`config.mk`:
```
export PLATFORM = sky130hd
export DESIGN_NAME = sic_injection_ctrl
export DESIGN_NICKNAME = d
export VERILOG_FILES = /design/src/shared/sic_pkg.sv /design/src/hdl/sic_pair_timer.sv /design/src/hdl/sic_pair_sync.sv /design/src/hdl/sic_injection_ctrl.sv
export SDC_FILE = /design/constraint.sdc
export NUM_CORES = 1
export LEC_CHECK = 0
export ABC_CLOCK_PERIOD_IN_PS = 2700
export BUFFER_PORTS_ARGS = -buffer_cell sky130_fd_sc_hd__buf_2
export CAP_MARGIN = 20
export CORE_MARGIN = 2
export CORE_UTILIZATION = 43
export CTS_CLUSTER_DIAMETER = 60
export DETAILED_ROUTE_END_ITERATION = 8
export GPL_ROUTABILITY_DRIVEN = 1
export PLACE_DENSITY = 0.73
export RECOVER_POWER = 100
export SETUP_SLACK_MARGIN = 0.05
export SYNTH_ARGS = -nofsm -noshare
export SYNTH_HDL_FRONTEND = slang
export SYNTH_SLANG_ARGS = --single-unit
```
`constraint.sdc`:
```
create_clock -name clk_i -period 2.7 [get_ports clk_i]
set_input_delay 0.54 -clock clk_i [delete_from_list [all_inputs] [get_ports clk_i]]
set_output_delay 0.54 -clock clk_i [all_outputs]
set_load 0.005 [all_outputs]
```
`src/shared/sic_pkg.sv`:
```
package sic_pkg;

	// ----------------------------------------------------------------
	// Register map
	// ----------------------------------------------------------------
	localparam logic [3:0] SIC_ADDR_TX_STATE = 4'h4;
	localparam logic [3:0] SIC_ADDR_THRESHOLD = 4'h5;
	localparam logic [3:0] SIC_ADDR_SYM_FIRST = 4'h6;
	localparam logic [3:0] SIC_ADDR_SYM_SECOND = 4'h7;
	localparam logic [3:0] SIC_ADDR_CUR_COUNT = 4'h9;

	// ----------------------------------------------------------------
	// Transmit state control fields
	// ----------------------------------------------------------------
	localparam int SIC_TM_LSB = 0;
	localparam int SIC_IC_LOW_BIT = 3;
	localparam int SIC_IC_HIGH_BIT = 4;
	localparam int SIC_SE_BIT = 5;
	localparam int SIC_PAR_BIT = 6;
	localparam int SIC_RES_BIT = 7;
	localparam logic [7:0] SIC_TX_STATE_RESET = 8'ha2;
	localparam logic [7:0] SIC_SYM_RESET = 8'he0;
	localparam logic [7:0] SIC_THRESHOLD_RESET = 8'h00;
	localparam logic [7:0] SIC_COUNT_RESET = 8'h00;

	// ----------------------------------------------------------------
	// Injection modes
	// ----------------------------------------------------------------
	localparam logic [1:0] SIC_MODE_NONE = 2'h0;
	localparam logic [1:0] SIC_MODE_ONESHOT = 2'h1;
	localparam logic [1:0] SIC_MODE_PERIODIC = 2'h2;
	localparam logic [1:0] SIC_MODE_CONTINUOUS = 2'h3;

	// ----------------------------------------------------------------
	// Symbols and timing
	// ----------------------------------------------------------------
	localparam int SIC_SYM_W = 5;
	localparam logic [4:0] SIC_SYM_J = 5'h18;
	localparam logic [4:0] SIC_SYM_K = 5'h11;
	localparam int SIC_CLK_PERIOD_PS = 4000;
	localparam int SIC_PAIR_PERIOD_PS = 80000;
	localparam int SIC_PAIR_CYCLES = (SIC_PAIR_PERIOD_PS + SIC_CLK_PERIOD_PS - 1)
		/ SIC_CLK_PERIOD_PS;

endpackage : sic_pkg

```
`src/hdl/sic_pair_timer.sv`:
```
`timescale 1ns/10ps
// ----------------------------------------------------------------
// Pair period tick: one pulse every 80 ns of clk_i
// ----------------------------------------------------------------
module sic_pair_timer #(
	parameter int CYCLES = sic_pkg::SIC_PAIR_CYCLES
) (
	input wire logic clk_i,
	input wire logic rstn_i,
	output logic tick_o
);
	import sic_pkg::*;

	logic [7:0] cnt_reg;
	logic [7:0] cnt_next;

	always_comb begin
		if (cnt_reg == 8'(CYCLES - 1)) begin
			cnt_next = 8'h00;
		end else begin
			cnt_next = cnt_reg + 8'h01;
		end
	end

	always_ff @(posedge clk_i) begin
		if (!rstn_i) begin
			cnt_reg <= 8'h00;
		end else begin
			cnt_reg <= cnt_next;
		end
	end

	assign tick_o = (cnt_reg == 8'(CYCLES - 1));

endmodule : sic_pair_timer

```
`src/hdl/sic_pair_sync.sv`:
```
`timescale 1ns/10ps
// ----------------------------------------------------------------
// Two-stage synchroniser for a bundle of pin inputs
// ----------------------------------------------------------------
module sic_pair_sync #(
	parameter int W = 10
) (
	input wire logic clk_i,
	input wire logic rstn_i,
	input wire logic [W-1:0] d_i,
	output logic [W-1:0] q_o
);
	import sic_pkg::*;

	logic [W-1:0] s1_reg;
	logic [W-1:0] s2_reg;

	always_ff @(posedge clk_i) begin
		if (!rstn_i) begin
			s1_reg <= '0;
			s2_reg <= '0;
		end else begin
			s1_reg <= d_i;
			s2_reg <= s1_reg;
		end
	end

	assign q_o = s2_reg;

endmodule : sic_pair_sync

```
`src/hdl/sic_injection_ctrl.sv`:
```
`timescale 1ns/10ps
// Summary of operation
// Two-bit injection control field selects none, one-shot, periodic or continuous mode.
// Injected pair overrides smoother, repeat filter, encoder and transmit mode output.
// Mode none passes request data unchanged.
// One-shot injects the pair threshold pairs after a JK pair.
// One-shot with threshold zero replaces the JK pair itself.
// After the one-shot injection the low control bit clears itself.
// Software may poll the low control bit to see one-shot completion.
// Periodic mode injects on every (threshold+1)th symbol pair.
// Periodic with threshold zero replaces every data pair.
// Continuous mode replaces every data pair regardless of counter.
// Counter reloads from threshold at zero and on each threshold write.
// Counter is eight bits and decrements once per 80 ns pair period.
// Current counter value is readable in the current count register.
// Counter counts only in one-shot or periodic mode, else holds.
// In periodic, or in one-shot once armed by a JK pair, the pair is substituted when the counter hits zero.
// Counter is zero during reset.
// Threshold register is eight bits, bit 0 least significant.
// Transmit state bit 6 enables request-data parity checking.
// Transmit state bit 7 resets to one and has no effect.
// Each injection symbol register holds one ready 5B symbol.
// First register gives the first symbol, second register the second.
module sic_injection_ctrl #(
	parameter int PAIR_CYCLES = sic_pkg::SIC_PAIR_CYCLES
) (
	input wire logic clk_i,
	input wire logic rstn_i,
	// Control bus
	input wire logic [3:0] cb_addr_i,
	input wire logic cb_wr_i,
	input wire logic [7:0] cb_wdata_i,
	output logic [7:0] cb_rdata_o,
	// Request pair from upstream, asynchronous to clk_i
	input wire logic [sic_pkg::SIC_SYM_W-1:0] req_sym_first_i,
	input wire logic [sic_pkg::SIC_SYM_W-1:0] req_sym_second_i,
	// Transmit pair after injection
	output logic [sic_pkg::SIC_SYM_W-1:0] tx_sym_first_o,
	output logic [sic_pkg::SIC_SYM_W-1:0] tx_sym_second_o,
	output logic tx_pair_valid_o,
	output logic tx_injected_o,
	// Configuration seen by the rest of the transmitter
	output logic [2:0] transmit_mode_o,
	output logic smoother_enable_o,
	output logic request_parity_enable_o
);
	import sic_pkg::*;

	// ----------------------------------------------------------------
	// Pin input synchronisation and pair timing
	// ----------------------------------------------------------------
	logic [2*SIC_SYM_W-1:0] req_sync;
	logic pair_tick;

	// Both symbols cross together and are qualified below
	sic_pair_sync #(
		.W(2 * SIC_SYM_W)
	) u_sync (
		.clk_i(clk_i),
		.rstn_i(rstn_i),
		.d_i({req_sym_first_i, req_sym_second_i}),
		.q_o(req_sync)
	);

	// One tick per symbol pair period
	sic_pair_timer #(
		.CYCLES(PAIR_CYCLES)
	) u_timer (
		.clk_i(clk_i),
		.rstn_i(rstn_i),
		.tick_o(pair_tick)
	);

	// ----------------------------------------------------------------
	// Request word capture
	// ----------------------------------------------------------------
	// The pair crosses as a word: take it only once it held for a full
	// cycle, so a change caught half way never reaches the pair tick
	logic [2*SIC_SYM_W-1:0] req_prev_reg;
	logic [2*SIC_SYM_W-1:0] req_prev_next;
	logic [2*SIC_SYM_W-1:0] req_word_reg;
	logic [2*SIC_SYM_W-1:0] req_word_next;

	always_comb begin
		req_prev_next = req_sync;
		req_word_next = req_word_reg;
		if (req_sync == req_prev_reg) begin
			req_word_next = req_sync;
		end
	end

	always_ff @(posedge clk_i) begin
		if (!rstn_i) begin
			req_prev_reg <= '0;
			req_word_reg <= '0;
		end else begin
			req_prev_reg <= req_prev_next;
			req_word_reg <= req_word_next;
		end
	end

	logic [SIC_SYM_W-1:0] in_first;
	logic [SIC_SYM_W-1:0] in_second;
	assign in_first = req_word_reg[2*SIC_SYM_W-1:SIC_SYM_W];
	assign in_second = req_word_reg[SIC_SYM_W-1:0];

	// ----------------------------------------------------------------
	// Registers
	// ----------------------------------------------------------------
	logic [7:0] tx_state_reg;
	logic [7:0] tx_state_next;
	logic [7:0] threshold_reg;
	logic [7:0] threshold_next;
	logic [7:0] sym_first_reg;
	logic [7:0] sym_first_next;
	logic [7:0] sym_second_reg;
	logic [7:0] sym_second_next;
	logic [7:0] count_reg;
	logic [7:0] count_next;
	logic armed_reg;
	logic armed_next;
	logic [SIC_SYM_W-1:0] out_first_reg;
	logic [SIC_SYM_W-1:0] out_first_next;
	logic [SIC_SYM_W-1:0] out_second_reg;
	logic [SIC_SYM_W-1:0] out_second_next;
	logic valid_reg;
	logic valid_next;
	logic injected_reg;
	logic injected_next;

	logic [1:0] mode;
	logic is_jk;
	logic counting;
	logic inject;
	logic oneshot_done;
	logic wr_state;
	logic wr_thr;

	assign mode = {tx_state_reg[SIC_IC_HIGH_BIT], tx_state_reg[SIC_IC_LOW_BIT]};
	assign is_jk = (in_first == SIC_SYM_J) && (in_second == SIC_SYM_K);
	assign wr_state = cb_wr_i && (cb_addr_i == SIC_ADDR_TX_STATE);
	assign wr_thr = cb_wr_i && (cb_addr_i == SIC_ADDR_THRESHOLD);
	assign counting = (mode == SIC_MODE_ONESHOT) || (mode == SIC_MODE_PERIODIC);

	// ----------------------------------------------------------------
	// Injection decision per pair
	// ----------------------------------------------------------------
	always_comb begin
		inject = 1'b0;
		oneshot_done = 1'b0;
		unique case (mode)
			SIC_MODE_NONE: begin
				inject = 1'b0;
			end
			SIC_MODE_ONESHOT: begin
				// Zero threshold hits the JK pair itself, else n pairs later
				if (is_jk && threshold_reg == 8'h00) begin
					inject = 1'b1;
				end else if (armed_reg && count_reg == 8'h00) begin
					inject = 1'b1;
				end
				oneshot_done = inject && pair_tick;
			end
			SIC_MODE_PERIODIC: begin
				inject = (count_reg == 8'h00);
			end
			SIC_MODE_CONTINUOUS: begin
				inject = 1'b1;
			end
		endcase
	end

	// ----------------------------------------------------------------
	// Counter and one-shot arming
	// ----------------------------------------------------------------
	always_comb begin
		count_next = count_reg;
		armed_next = armed_reg;
		// A threshold write restarts the count even in mid period
		if (wr_thr) begin
			count_next = cb_wdata_i;
		end else if (pair_tick && counting) begin
			if (mode == SIC_MODE_ONESHOT && is_jk && !armed_reg) begin
				// Start the delay from the JK pair
				armed_next = (threshold_reg != 8'h00);
				count_next = threshold_reg - 8'h01;
				if (threshold_reg == 8'h00) begin
					count_next = threshold_reg;
				end
			end else if (count_reg == 8'h00) begin
				// Wrap: the next period starts from the threshold
				count_next = threshold_reg;
			end else begin
				count_next = count_reg - 8'h01;
			end
		end
		if (pair_tick && oneshot_done) begin
			armed_next = 1'b0;
		end
		if (!(mode == SIC_MODE_ONESHOT)) begin
			armed_next = 1'b0;
		end
	end

	// ----------------------------------------------------------------
	// Register writes
	// ----------------------------------------------------------------
	always_comb begin
		tx_state_next = tx_state_reg;
		threshold_next = threshold_reg;
		sym_first_next = sym_first_reg;
		sym_second_next = sym_second_reg;
		if (wr_state) begin
			tx_state_next = cb_wdata_i;
		end
		if (wr_thr) begin
			threshold_next = cb_wdata_i;
		end
		if (cb_wr_i && cb_addr_i == SIC_ADDR_SYM_FIRST) begin
			sym_first_next = cb_wdata_i;
		end
		if (cb_wr_i && cb_addr_i == SIC_ADDR_SYM_SECOND) begin
			sym_second_next = cb_wdata_i;
		end
		// Hardware clear wins over a simultaneous software write of the bit
		if (oneshot_done) begin
			tx_state_next[SIC_IC_LOW_BIT] = 1'b0;
		end
	end

	// ----------------------------------------------------------------
	// Output pair
	// ----------------------------------------------------------------
	always_comb begin
		out_first_next = out_first_reg;
		out_second_next = out_second_reg;
		injected_next = injected_reg;
		// Pair and injected flag move only on the pair tick, so each pair stands one period
		valid_next = pair_tick;
		if (pair_tick) begin
			if (inject) begin
				out_first_next = sym_first_reg[SIC_SYM_W-1:0];
				out_second_next = sym_second_reg[SIC_SYM_W-1:0];
			end else begin
				out_first_next = in_first;
				out_second_next = in_second;
			end
			injected_next = inject;
		end
	end

	always_ff @(posedge clk_i) begin
		if (!rstn_i) begin
			tx_state_reg <= SIC_TX_STATE_RESET;
			threshold_reg <= SIC_THRESHOLD_RESET;
			sym_first_reg <= SIC_SYM_RESET;
			sym_second_reg <= SIC_SYM_RESET;
			count_reg <= SIC_COUNT_RESET;
			armed_reg <= 1'b0;
			out_first_reg <= '0;
			out_second_reg <= '0;
			valid_reg <= 1'b0;
			injected_reg <= 1'b0;
		end else begin
			tx_state_reg <= tx_state_next;
			threshold_reg <= threshold_next;
			sym_first_reg <= sym_first_next;
			sym_second_reg <= sym_second_next;
			count_reg <= count_next;
			armed_reg <= armed_next;
			out_first_reg <= out_first_next;
			out_second_reg <= out_second_next;
			valid_reg <= valid_next;
			injected_reg <= injected_next;
		end
	end

	// ----------------------------------------------------------------
	// Read mux and status outputs
	// ----------------------------------------------------------------
	always_comb begin
		// Unmapped addresses read as zero; the count register ignores writes
		unique case (cb_addr_i)
			SIC_ADDR_TX_STATE: cb_rdata_o = tx_state_reg;
			SIC_ADDR_THRESHOLD: cb_rdata_o = threshold_reg;
			SIC_ADDR_SYM_FIRST: cb_rdata_o = sym_first_reg;
			SIC_ADDR_SYM_SECOND: cb_rdata_o = sym_second_reg;
			SIC_ADDR_CUR_COUNT: cb_rdata_o = count_reg;
			default: cb_rdata_o = 8'h00;
		endcase
	end

	assign tx_sym_first_o = out_first_reg;
	assign tx_sym_second_o = out_second_reg;
	assign tx_pair_valid_o = valid_reg;
	assign tx_injected_o = injected_reg;
	assign transmit_mode_o = tx_state_reg[SIC_TM_LSB+2:SIC_TM_LSB];
	assign smoother_enable_o = tx_state_reg[SIC_SE_BIT];
	assign request_parity_enable_o = tx_state_reg[SIC_PAR_BIT];

endmodule : sic_injection_ctrl

```
# Yosys cells after proc, flatten, opt, wreduce, memory -nomap -nowiden
# Index checks and enable logic that the tools add are counted.
# word_totals
regBits	101
latchBits	0
ramBits	0
rom_bits	0
input_bits	25
out_inout_bits	25
elab_cells	70
memories	0
# op_classes
n_addsub	3
n_mul	0
div	0
n_lt_le_gt_ge	0
eq_ne	12
shift	0
mux	13
n_bitwise	3
reduce_logical	23
# ops
operator	count
$mux W8	5
$pmux W8 S5	1
$eq A4 B3 Y1 const B	4
$logic_not A8 Y1	2
$sub A8 B1 Y8 const B	2
$logic_and A1 B1 Y1	12
$eq A10 B10 Y1	1
$eq A5 B5 Y1 const B	2
$mux W5	2
$add A8 B1 Y8 const B	1
$eq A8 B5 Y1 const B	1
$reduce_bool A8 Y1	1
$eq A2 B2 Y1 const B	2
$eq A4 B4 Y1 const B	1
$mux W1	4
$pmux W1 S4	1
$reduce_or A2 Y1	2
$not A1 Y1	3
$reduce_and A3 Y1	1
$reduce_or A3 Y1	1
$eq A2 B1 Y1 const B	1
$logic_not A2 Y1	1
$reduce_bool A2 Y1	1
$logic_not A1 Y1	1
$logic_or A1 B1 Y1	1

# Longest topological paths before layout
# Gate-level depths: netlist of run 1.
# depth
word_depth	9
ltp_mapped	9
ltp_nobuf	7

# Modules after synthesis
# A second synthesis of run 1 with hierarchy kept.
# unflattened
cells_unflattened	514
hier_area_um2	4561.9
# by_module_without_submodules
mod	n_inst	cells_per_inst	area_per_inst_um2	seq_area_each_um2
sic_injection_ctrl	1	435	3631.0	1461.4
sic_pair_sync	1	42	561.8	400.4
sic_pair_timer	1	37	369.1	160.2

# Least setup slack after synthesis of run 1
# No wires, ideal clock.
# synth_timing
kind	flip-flop to flip-flop
startpoint	reg count_reg[0]
endpoint	reg count_reg[5]
setup_ns	0.120
arrival_ns	2.078
required_time_ns	2.580
slack_ns	0.503
path_stages_with_launch	10
n_path_buf	2
period_less_slack_ns	2.197
cell_sequence	dfxtp_1 -> inv_1 -> ha_1 -> or3b_2 -> clkbuf_1 -> or2_1 -> clkbuf_1 -> and2_4 -> o2bb2ai_1 -> a211o_1
# synth_between
elab_chain_cells	5
word_cells_on_any_way	6
cone_classes	1 x add/sub; 4 x mux; 1 x reduce/logical
# synth_lines
element	line	text
start, declared	sic_injection_ctrl.sv:118	logic [7:0] count_reg;
start signal, assigned	sic_injection_ctrl.sv:269	count_reg <= count_next;
$sub A8 B1 Y8 or $logic_not A8 Y1 (tied branches)	sic_injection_ctrl.sv:194, sic_injection_ctrl.sv:190	
$mux W8 (*)	sic_injection_ctrl.sv:190	end else if (count_reg == 8'h00) begin
$mux W8 (*)	sic_injection_ctrl.sv:183	if (mode == SIC_MODE_ONESHOT && is_jk && !armed_reg) begin
$mux W8 (*)	sic_injection_ctrl.sv:182	end else if (pair_tick && counting) begin
$mux W8 (*)	sic_injection_ctrl.sv:180	if (wr_thr) begin
# Mark *: on every way between the ends. The rest lies on a longest branch, timed or not. The select of a mux whose other input is x is not followed.
# A chain may end at the register's enable or synchronous reset.

# Final worst setup path of run 1
# Ends and elaborated chain as after synthesis.

==> results.md, run 1 <==
* pin count of the biggest net entering global routing: 50
* clock root cell: sky130_fd_sc_hd__clkbuf_8
* final standard cell count with taps included and fillers excluded: 701
* switching power total: 0.000767 W
* synthesis-to-finish area growth: 12.5%
* endpoint arrival time on the critical path: 2.73 ns
* leading cell types in the layout, fill and taps excluded: sky130_fd_sc_hd__nand2_1 (108), sky130_fd_sc_hd__dfxtp_1 (101), sky130_fd_sc_hd__buf_2 (37)
* maximum net fanout on the critical path: 9
* internal portion of total power: 0.00199 W
* EDFF count, synth: 0
* power share of the clock group: 0.367
* highest ir drop seen on vdd: 0.397 mV
* number of placed cells counting well taps: 685
* first-pass GRT wire length: 17.9 mm
* DR DRC count: 0
* Final min period: 2.46 ns
* CTS clk-pin slew, worst paths: 0.11 ns
* Die Ht: 106 um
* power density over cell area: 550 nW/um^2
* WHS: 0.359 ns
* worst slew pin tran: 0.767 ns
* Synthesis Warnings: 0
* startpoint of the lowest-slack register-to-register path: count_reg[0]
* routing usage on met1: 0.266
* clock buffer count from CTS: 9
* average routed wire per standard cell: 15.5 um
* worst reg2reg endpoint: count_reg[5]
* Relative slew margins: 0.482
* router iterations before antenna repair: 7
* Required @ worst endpoint: 2.97 ns
* Max Cap Viol: 0
* final net count: 592
* wire length reported by the detailed router: 10.9 mm
* number of instances in the synthesized netlist: 519
* Comb power frac: 0.070
* HP Start: req_sym_first_i[2]
* clock tree from TritonCTS: built
* Initial Utilization: 0.437
* top-level I/O count: 50
* WHS Endpoint: u_sync.s1_reg[7]
* Synth Register Bits: 101
* switching power share of the total: 0.278
* met3 routing resource usage after global routing: 0.0383
* element type at the critical path end: flop
* number of antenna violations at the first check in global routing: 0
* via count of the first global-routing pass: 3560
* number of filler instances in the final layout: 995
* leakage power total: 2.18 nW
* core footprint: 10200 um^2
* fraction of the yosys area taken by sequential cells: 0.454
* mean post-synth cell area: 8.58 um^2
* count of endpoints failing setup in the final report: 0
* Final Hold Violating Endpoints: 0
* weighted congestion reported at the end of routability-driven placement: 0.895
* number of rows in the core area: 37
* clock tree skew after final layout: 0.00772 ns
* Yosys cell types: 51
* unrepaired setup endpoints after global routing: no
* maximum clock frequency: 407 MHz
* most common cell after layout, fill and taps aside: sky130_fd_sc_hd__nand2_1
* critical path launch point type: flop
* Post-Route Setup TNS: 0 ns
* average vias per placed instance: 5.47
* asr flop ratio synth: 0
* period utilisation layout: 0.910
* post-synthesis net count: 551
* number of cell instances on the worst register-to-register path: 7
* primary flip-flop cell chosen by synthesis mapping: sky130_fd_sc_hd__dfxtp_1
* chain of cells forming the critical path: inv_1, ha_1, or3b_2, or2_0, and2_4, o2bb2ai_1, a211o_1
* Clock Tree Buf Depth: 2
* Global Route met2 Usage: 0.330
* register-to-register path setup slack: 0.24 ns
* area used by multi-input combinational logic: 2250 um^2
* Slew Limit Fails: 0
* portion of total power attributed to sequential cells: 0.563
* number of input and output port buffers inserted: 49
* Overall Global Routing Usage: 0.198
* share of final-layout standard cells stronger than drive strength 1: 0.113
* cell count of the worst hold path: 2
* Slowest cell on crit path: sky130_fd_sc_hd__or3b_2
* Iter 0 DRT Violations: 358
* Final ANT Viol Nets: 0
* post-DP HPWL: 8.03 mm
* setup fix buffers added after clock tree synthesis: 0
* finished layout cell area: 5010 um^2
* Post-Syn Area: 4450 um^2
* storage element area: 2020 um^2
* Crit Path Class: flop to flop
* CTS HTree Levels: 3
* status: finished clean
* antenna diode instance count: 0
* total placed instance area: 4830 um^2
* type of the tightest min-delay check: primary input to flop
* Clock Sinks: 101
* DIE AREA: 11200 um^2
* Skew-Pair Late Insertion Delay: 0.37 ns
* via total after detailed routing: 3834
* width of the die: 106 um
* CP peak stage delay: 0.56 ns
* GRT busiest layer: met2
* global route overflow: 0
worst max-delay path by stage:
stage                  from  cells past startpoint  slack, ns            end
4_1_cts        cb_addr_i[1]                      5       0.33  cb_rdata_o[2]
2_1_floorplan  count_reg[0]                      9       0.50   count_reg[5]
3_3_place_gp   cb_addr_i[3]                      5       0.06  cb_rdata_o[2]
3_5_place_dp   cb_addr_i[3]                      5       0.01  cb_rdata_o[2]
6_report       count_reg[0]                      7       0.24   count_reg[5]
5_1_grt        cb_addr_i[2]                      8       0.11   count_reg[6]
kinds of logic (layout without fill, tap and decap cells):
family,count (synthesis),in the layout,share of synthesized area
multiplexers,23,23,0.0517
XOR/XNOR,18,18,0.0354
buffers and inverters,43,89,0.0396
AO/OA/AOI/OAI,85,85,0.132
AND/OR/NAND/NOR,242,242,0.267
flip-flops,101,101,0.454
adder cells (fa/ha/maj),7,7,0.0197
through the flow:
| stage | util | setup slack (ns) | total power (W) |
|---|---|---|---|
| after floorplan | - | 0.503 | 0.00171 |
| after global placement | 0.474 | 0.0650 | 0.00177 |
| after detailed placement | 0.474 | 0.0122 | 0.00178 |
| after CTS | 0.496 | 0.326 | 0.00278 |
| after global routing | 0.492 | 0.108 | 0.00286 |
| final | 0.492 | 0.242 | 0.00275 |
cell usage after synthesis, types with 2 or more instances:
| master | n | area, um^2 |
|---|---|---|
| sky130_fd_sc_hd__nor4b_1 | 2 | 17.5 |
| sky130_fd_sc_hd__nand4bb_1 | 2 | 22.5 |
| sky130_fd_sc_hd__xor2_1 | 15 | 131 |
| sky130_fd_sc_hd__a21oi_1 | 26 | 130 |
| sky130_fd_sc_hd__a222oi_1 | 8 | 80.1 |
| sky130_fd_sc_hd__a32o_1 | 4 | 40.0 |
| sky130_fd_sc_hd__a31oi_1 | 3 | 18.8 |
| sky130_fd_sc_hd__o31a_1 | 2 | 17.5 |
| sky130_fd_sc_hd__dfxtp_1 | 101 | 2020 |
| sky130_fd_sc_hd__and3_1 | 6 | 37.5 |
| sky130_fd_sc_hd__or4b_1 | 2 | 20.0 |
| sky130_fd_sc_hd__and2_1 | 35 | 219 |
| sky130_fd_sc_hd__nor4_1 | 5 | 31.3 |
| sky130_fd_sc_hd__inv_1 | 12 | 45.0 |
| sky130_fd_sc_hd__or4_1 | 5 | 37.5 |
| sky130_fd_sc_hd__buf_1 | 2 | 7.51 |
| sky130_fd_sc_hd__clkbuf_1 | 23 | 86.3 |
| sky130_fd_sc_hd__buf_2 | 2 | 10.0 |
| sky130_fd_sc_hd__a22oi_1 | 10 | 75.1 |
| sky130_fd_sc_hd__nand2_1 | 108 | 405 |
| sky130_fd_sc_hd__nor3_1 | 9 | 45.0 |
| sky130_fd_sc_hd__buf_4 | 3 | 22.5 |
| sky130_fd_sc_hd__nor2_1 | 34 | 128 |
| sky130_fd_sc_hd__nand3_1 | 18 | 90.1 |
| sky130_fd_sc_hd__mux2i_1 | 23 | 230 |
| sky130_fd_sc_hd__xnor2_1 | 3 | 26.3 |
| sky130_fd_sc_hd__o2bb2ai_1 | 2 | 17.5 |
| sky130_fd_sc_hd__nor4bb_1 | 4 | 40.0 |
| sky130_fd_sc_hd__ha_1 | 7 | 87.6 |
| sky130_fd_sc_hd__o21ai_0 | 16 | 80.1 |
| sky130_fd_sc_hd__nand2b_1 | 4 | 25.0 |
| sky130_fd_sc_hd__a211o_1 | 2 | 17.5 |
| sky130_fd_sc_hd__o41ai_1 | 2 | 17.5 |
| sky130_fd_sc_hd__o31ai_1 | 2 | 15.0 |
timing repair:
action | CTS | global route
resized for setup | 1 | 0
hold buffers | 0 | 0
setup endpoints to repair | 8 | 0
critical path, delay by kind of cell, from the launching register on:
| family | cells | cell delay, ns |
|---|---|---|
| and+or+nand+nor | 3 | 1.25 |
| buffers and inverters | 1 | 0.08 |
| adders and majority gates | 1 | 0.24 |
| DFF | 1 | 0.39 |
| AOI/OAI and AO/OA | 2 | 0.41 |
layer usage:
metal | routed length (um) | vias to the layer above
li1 | - | 1872
met1 | 4810 | 1830
met2 | 5280 | 118
met3 | 627 | 14
met4 | 151 | 0
met5 | 0 | -
final cells by class:
| cell class | instances | share of cell area |
|---|---|---|
| Multi-Input combinational cell | 375 | 0.450 |
| Sequential cell | 101 | 0.404 |
| Timing Repair Buffer | 61 | 0.0597 |
| Tap cell | 136 | 0.0340 |
| Clock buffer | 9 | 0.0247 |
| Clock inverter | 7 | 0.0187 |
| Inverter | 12 | 0.00900 |
power by group through the flow:
stage | Sequential [W] | Clock (W) | Combinational [W]
2_1_floorplan | 0.00157 | 0 | 0.000134
3_3_place_gp | 0.00158 | 0 | 0.000189
3_5_place_dp | 0.00158 | 0 | 0.000194
4_1_cts | 0.00155 | 0.00104 | 0.000196
5_1_grt | 0.00155 | 0.00109 | 0.000216
6_report | 0.00155 | 0.00101 | 0.000192
(Power assumes the default switching activity.)
==> run 2: changes to the inputs <==
Settings changed: ABC_CLOCK_PERIOD_IN_PS 2700 to 2800.
Clock period 2.7 ns to 2.8 ns, I/O delays scaled along.
==> run 2 against run 1 <==
Effect of this change: routed wire length fell by 1.5%; highest routed layer unchanged; final cell count fell by 0.14%; critical path depth rose by 1.
==> results.md, run 2 (synthesized netlist as in run 1, its figures left out) <==
* average routed wire per standard cell: 15.3 um, -1.3%
* average vias per placed instance: 5.49, +0.46%
* antenna diode instance count: 0, unchanged
* area used by multi-input combinational logic: 2250 um^2, -0.28%
* width of the die: 106 um, unchanged
* final standard cell count with taps included and fillers excluded: 700, -0.14%
* global route overflow: 0, unchanged
* clock root cell: sky130_fd_sc_hd__clkbuf_8
* amount of wire on met3 after detailed routing: 818 um, +30%
* status: finished clean
* Clock Tree Buf Depth: 2, unchanged
* chain of cells forming the critical path: inv_1, ha_1, or3b_2, o41ai_1, a31oi_1, clkbuf_2, mux2i_1, o21ai_0
* Max Cap Viol: 0, unchanged
* unrepaired setup endpoints after global routing: no
* Slew Limit Fails: 0, unchanged
* share of final-layout standard cells stronger than drive strength 1: 0.112, -0.00157
* CP peak stage delay: 0.55 ns, about the same
* wire length reported by the detailed router: 10.7 mm, -1.5%
* critical path launch point type: flop
* router iterations before antenna repair: 8, +1
* via total after detailed routing: 3846, +0.31%
* highest ir drop seen on vdd: 0.409 mV, +3.0%
* clock tree skew after final layout: 0.00703 ns, -0.000694 ns
* CTS clk-pin slew, worst paths: 0.11 ns, about the same
* Required @ worst endpoint: 3.07 ns, +0.10 ns
* leading cell types in the layout, fill and taps excluded: sky130_fd_sc_hd__nand2_1 (108), sky130_fd_sc_hd__dfxtp_1 (101), sky130_fd_sc_hd__buf_2 (38)
* detailed-routed wire length on met2: 5.00 mm, -5.2%
* number of cell instances on the worst register-to-register path: 8, +1
* CTS HTree Levels: 3, unchanged
* period utilisation layout: 0.876, -0.0340
* synthesis-to-finish area growth: 11.9%
* Final Hold Violating Endpoints: 0, unchanged
* pin count of the biggest net entering global routing: 50, unchanged
* Relative slew margins: 0.530, +0.0481
* final net count: 591, -0.17%
* number of filler instances in the final layout: 999, +0.40%
* met1 WL: 4.63 mm, -3.7%
* maximum net fanout on the critical path: 11, +2
* Resized Gates After CTS: 0, -1
* endpoint arrival time on the critical path: 2.72 ns, about the same
* most common cell after layout, fill and taps aside: sky130_fd_sc_hd__nand2_1
* post-DP HPWL: 7.76 mm, -3.3%
* clock tree from TritonCTS: built
* number of placed cells counting well taps: 683, -0.29%
* Post-Route Setup TNS: 0 ns, unchanged
* core footprint: 10200 um^2, unchanged
* leakage power total: 2.17 nW, -0.36%
* number of rows in the core area: 37, unchanged
* Crit Path Class: flop to flop
* weighted congestion reported at the end of routability-driven placement: 0.906, +1.2%
* power density over cell area: 530 nW/um^2, -3.7%
* maximum clock frequency: 408 MHz, +0.17%
* Final min period: 2.45 ns, -0.00427 ns
* first-pass GRT wire length: 17.3 mm, -3.4%
* top layer reached by signal wires: met4
* Iter 0 DRT Violations: 286, -20%
* Clock Sinks: 101, unchanged
* Die Ht: 106 um, unchanged
* DIE AREA: 11200 um^2, unchanged
* Initial Utilization: 0.437, unchanged
* via count of the first global-routing pass: 3609, +1.4%
* DR DRC count: 0, unchanged
* count of endpoints failing setup in the final report: 0, unchanged
* Slowest cell on crit path: sky130_fd_sc_hd__or3b_2
* count of hold-fix buffers inserted at cts: 0, unchanged
* element type at the critical path end: flop
* cell count of the worst hold path: 2, unchanged
* top-level I/O count: 50, unchanged
* Overall Global Routing Usage: 0.194, -0.00492
* setup fix buffers added after clock tree synthesis: 0, unchanged
* worst slew pin tran: 0.703 ns, -0.0637 ns
* number of input and output port buffers inserted: 49, unchanged
* Final ANT Viol Nets: 0, unchanged
* Skew-Pair Late Insertion Delay: 0.38 ns, about the same
* number of antenna violations at the first check in global routing: 0, unchanged
* clock buffer count from CTS: 9, unchanged
* type of the tightest min-delay check: primary input to flop
* storage element area: 2020 um^2, unchanged
[run 2: cell types whose count changed in the layout (fill, tap and decap cells not counted), moves of 2 or more]
cell / previous run / this run
sky130_fd_sc_hd__and2_0: 7 / 9
sky130_fd_sc_hd__and2_1: 28 / 26
sky130_fd_sc_hd__buf_4: 6 / 4
sky130_fd_sc_hd__clkinv_8: 3 / 1
sky130_fd_sc_hd__inv_8: 1 / 3
[run 2: power breakdown]
part / leakage (nW) / internal [W] / total (W) / switching (W)
Clock: 0.106 / 0.000366 / 0.000961 / 0.000595
Sequential: 0.821 / 0.00147 / 0.00150 / 0.0000265
Combinational: 1.24 / 0.0000771 / 0.000184 / 0.000107
Total: 2.17 / 0.00191 / 0.00264 / 0.000729
[run 2: final cells by class]
| class | instances | area share |
|---|---|---|
| multi-input cells | 375 | 0.451 |
| repair buffers | 60 | 0.0583 |
| well taps | 136 | 0.0342 |
| clock inverters | 7 | 0.0168 |
| flip-flops and latches | 101 | 0.406 |
| clock buffers | 9 | 0.0249 |
| inverters | 12 | 0.00904 |
[run 2: critical path, delay by kind of cell (launching register included)]
family / cells / cell delay (ns)
compound gates: 3 / 0.57
simple gates: 1 / 0.55
flops: 1 / 0.39
buf+inv: 2 / 0.37
mux: 1 / 0.26
fa+ha+maj: 1 / 0.22
[run 2: final timing paths]
path	from	slack [ns]	end
max	count_reg[0]	0.35	tx_sym_second_o[1]
min	req_sym_first_i[1]	0.37	u_sync.s1_reg[6]
max reg2reg	count_reg[0]	0.35	tx_sym_second_o[1]
min reg2reg	u_sync.s1_reg[8]	0.44	u_sync.q_o[8]
[run 2: through the flow]
step | util | hold slack (ns) | power [W] | setup WS, ns | cell area [um^2]
after floorplan | - | 0.412 | 0.00165 | 0.603 | 4450
after global placement | 0.472 | 0.414 | 0.00171 | 0.120 | 4810
after detailed placement | 0.472 | 0.418 | 0.00171 | 0.0823 | 4810
after CTS | 0.493 | 0.354 | 0.00267 | 0.0923 | 5020
after global routing | 0.489 | 0.357 | 0.00274 | 0.166 | 4980
final | 0.489 | 0.369 | 0.00264 | 0.346 | 4980
[run 2: routing by layer]
| metal | GRT usage | up-vias |
|---|---|---|
| met5 | 0 | - |
| met3 | 0.0427 | 23 |
| met4 | 0.0827 | 0 |
| met1 | 0.247 | 1789 |
| li1 | - | 1873 |
| met2 | 0.315 | 161 |
==> run 3: changes to the inputs <==
Settings changed: CTS_BUF_LIST set to sky130_fd_sc_hd__clkbuf_4.
==> run 3 against run 2 <==
Effect of this change: global-route usage decreased by 0.30 points; non-clock buffer count did not move; critical path depth fell by 1; first-iteration DRC count grew 7.3%; sequential power is essentially flat; hold slack got worse by 0.084 ns; maximum frequency about the same; sequential share of layout area up 0.48 points; highest routed layer unchanged; clock power shrank 17%; sequential cell count unchanged; cell area down 1.2%.
==> results.md, run 3 (synthesized netlist as in run 1, its figures left out) <==
* status: finished clean
* Final min period: 2.45 ns, +0.00103 ns
* Max Cap Viol: 0, unchanged
* clock tree from TritonCTS: built
* power density over cell area: 502 nW/um^2, -5.2%
* Setup WS pre-CTS: 0.0823 ns, unchanged
* leakage power total: 2.14 nW, -1.2%
* maximum clock frequency: 407 MHz, about the same
* element type at the critical path end: flop
* cell count of the worst hold path: 2, unchanged
* Overall Global Routing Usage: 0.191, -0.00298
* count of endpoints failing setup in the final report: 0, unchanged
* final standard cell count with taps included and fillers excluded: 700, unchanged
* clock buffer count from CTS: 9, unchanged
* Required @ worst endpoint: 3.17 ns, +0.10 ns
* clock root cell: sky130_fd_sc_hd__clkbuf_4
* count of hold-fix buffers inserted at cts: 0, unchanged
* Final Hold Violating Endpoints: 0, unchanged
* HP Start: req_sym_first_i[1]
* Post-Route Setup TNS: 0 ns, unchanged
* Crit Path Class: flop to flop
* via total after detailed routing: 3829, -0.44%
* number of placed cells counting well taps: 683, unchanged
* leading cell types in the layout, fill and taps excluded: sky130_fd_sc_hd__nand2_1 (108), sky130_fd_sc_hd__dfxtp_1 (101), sky130_fd_sc_hd__buf_2 (38)
* Slew Limit Fails: 0, unchanged
* worst reg2reg endpoint: count_reg[5]
* antenna diode instance count: 0, unchanged
* top-level I/O count: 50, unchanged
* post-DP HPWL: 7.76 mm, unchanged
* via count of the first global-routing pass: 3571, -1.1%
* critical path launch point type: flop
* average routed wire per standard cell: 15.0 um, -1.8%
* core footprint: 10200 um^2, unchanged
* setup slack of the critical path after layout: 0.345 ns, -0.00103 ns
* startpoint of the lowest-slack register-to-register path: count_reg[0]
* number of input and output port buffers inserted: 49, unchanged
* most common cell after layout, fill and taps aside: sky130_fd_sc_hd__nand2_1
* amount of wire on met3 after detailed routing: 750 um, -8.3%
* CTS HTree Levels: 3, unchanged
* Clock Sinks: 101, unchanged
* number of rows in the core area: 37, unchanged
* Skew-Pair Late Insertion Delay: 0.46 ns, +0.08 ns
* WHS Endpoint: u_sync.s1_reg[6]
* detailed-routed wire length on met2: 4.98 mm, -0.54%
* Crit. Startpoint: count_reg[0]
* width of the die: 106 um, unchanged
* CTS clk-pin slew, worst paths: 0.17 ns, +0.06 ns
* weighted congestion reported at the end of routability-driven placement: 0.906, unchanged
* area used by multi-input combinational logic: 2240 um^2, -0.11%
* DR DRC count: 0, unchanged
* DIE AREA: 11200 um^2, unchanged
* worst slew pin tran: 0.665 ns, -0.0374 ns
* highest ir drop seen on vdd: 0.409 mV, about the same
* router iterations before antenna repair: 6, -2
* setup fix buffers added after clock tree synthesis: 0, unchanged
* Clock Tree Buf Depth: 2, unchanged
* number of antenna violations at the first check in global routing: 0, unchanged
* register-to-register path setup slack: 0.35 ns, about the same
* first-pass GRT wire length: 17.1 mm, -1.1%
* clock tree skew after final layout: 0.0133 ns, +0.00629 ns
* pin count of the biggest net entering global routing: 50, unchanged
* top layer reached by signal wires: met4
* period utilisation layout: 0.877, about the same
* Final ANT Viol Nets: 0, unchanged
* maximum net fanout on the critical path: 9, -2
* type of the tightest min-delay check: primary input to flop
* endpoint arrival time on the critical path: 2.82 ns, +0.10 ns
* final net count: 591, unchanged
* Relative slew margins: 0.555, +0.0250
* global route overflow: 0, unchanged
* number of cell instances on the worst register-to-register path: 7, -1
* share of final-layout standard cells stronger than drive strength 1: 0.110, -0.00177
* average vias per placed instance: 5.47, -0.44%
* unrepaired setup endpoints after global routing: no
* storage element area: 2020 um^2, unchanged
* synthesis-to-finish area growth: 10.6%
* number of filler instances in the final layout: 1007, +0.80%
* Resized Gates After CTS: 0, unchanged
* Die Ht: 106 um, unchanged
* wire length reported by the detailed router: 10.5 mm, -1.8%
* met1 WL: 4.56 mm, -1.5%
* Iter 0 DRT Violations: 307, +7.3%
* Initial Utilization: 0.437, unchanged
[run 3: cell count changes in the layout (fill, tap and decap cells not counted)]
cell	change
sky130_fd_sc_hd__clkbuf_4	+9
sky130_fd_sc_hd__clkbuf_8	-9
sky130_fd_sc_hd__and2_0	+1
sky130_fd_sc_hd__and2_4	-1
[run 3: routing by layer]
layer / global-route usage / vias to the layer above
met5: 0 / -
met3: 0.0408 / 22
met2: 0.316 / 139
met4: 0.0658 / 0
li1: - / 1882
met1: 0.246 / 1786
[run 3: final cells by class]
cell class / instances / area share
multi-input combinational: 375 / 0.456
sequential: 101 / 0.411
timing repair buffer: 60 / 0.0590
tap: 136 / 0.0346
clock inverter: 7 / 0.0170
clock buffer: 9 / 0.0137
inverter: 12 / 0.00915
[run 3: worst max-delay path by stage]
stage | to | slack [ns] | depth (start not counted)
after floorplan | count_reg[5] | 0.60 | 9
after global placement | cb_rdata_o[1] | 0.12 | 5
after detailed placement | cb_rdata_o[5] | 0.08 | 5
after CTS | cb_rdata_o[5] | 0.09 | 5
after global routing | tx_sym_second_o[1] | 0.19 | 8
final | count_reg[5] | 0.35 | 7
[run 3: per-stage QoR]
| stage | power, W | cell area, um^2 | hold WS, ns | util |
|---|---|---|---|---|
| 3_3_place_gp | 0.00171 | 4810 | 0.414 | 0.472 |
| 3_5_place_dp | 0.00171 | 4810 | 0.418 | 0.472 |
| 4_1_cts | 0.00251 | 4960 | 0.239 | 0.487 |
| 5_1_grt | 0.00257 | 4920 | 0.253 | 0.483 |
| 6_report | 0.00247 | 4920 | 0.285 | 0.483 |
| 2_1_floorplan | 0.00165 | 4450 | 0.412 | - |
[run 3: critical path, stage by stage (launching register included)]
cell and delay [ns]:
sky130_fd_sc_hd__dfxtp_1 0.40, sky130_fd_sc_hd__inv_1 0.08, sky130_fd_sc_hd__ha_1 0.21, sky130_fd_sc_hd__or3b_2 0.54, sky130_fd_sc_hd__or2_0 0.40, sky130_fd_sc_hd__and2_0 0.28
sky130_fd_sc_hd__o2bb2ai_1 0.14, sky130_fd_sc_hd__a211o_1 0.30
[run 3: power by group]
group,switching [W],internal (W),total [W],leakage [nW]
clock network,0.000567,0.000226,0.000793,0.0824
registers,0.0000261,0.00147,0.00150,0.821
logic,0.000107,0.0000759,0.000182,1.24
total,0.000700,0.00177,0.00247,2.14
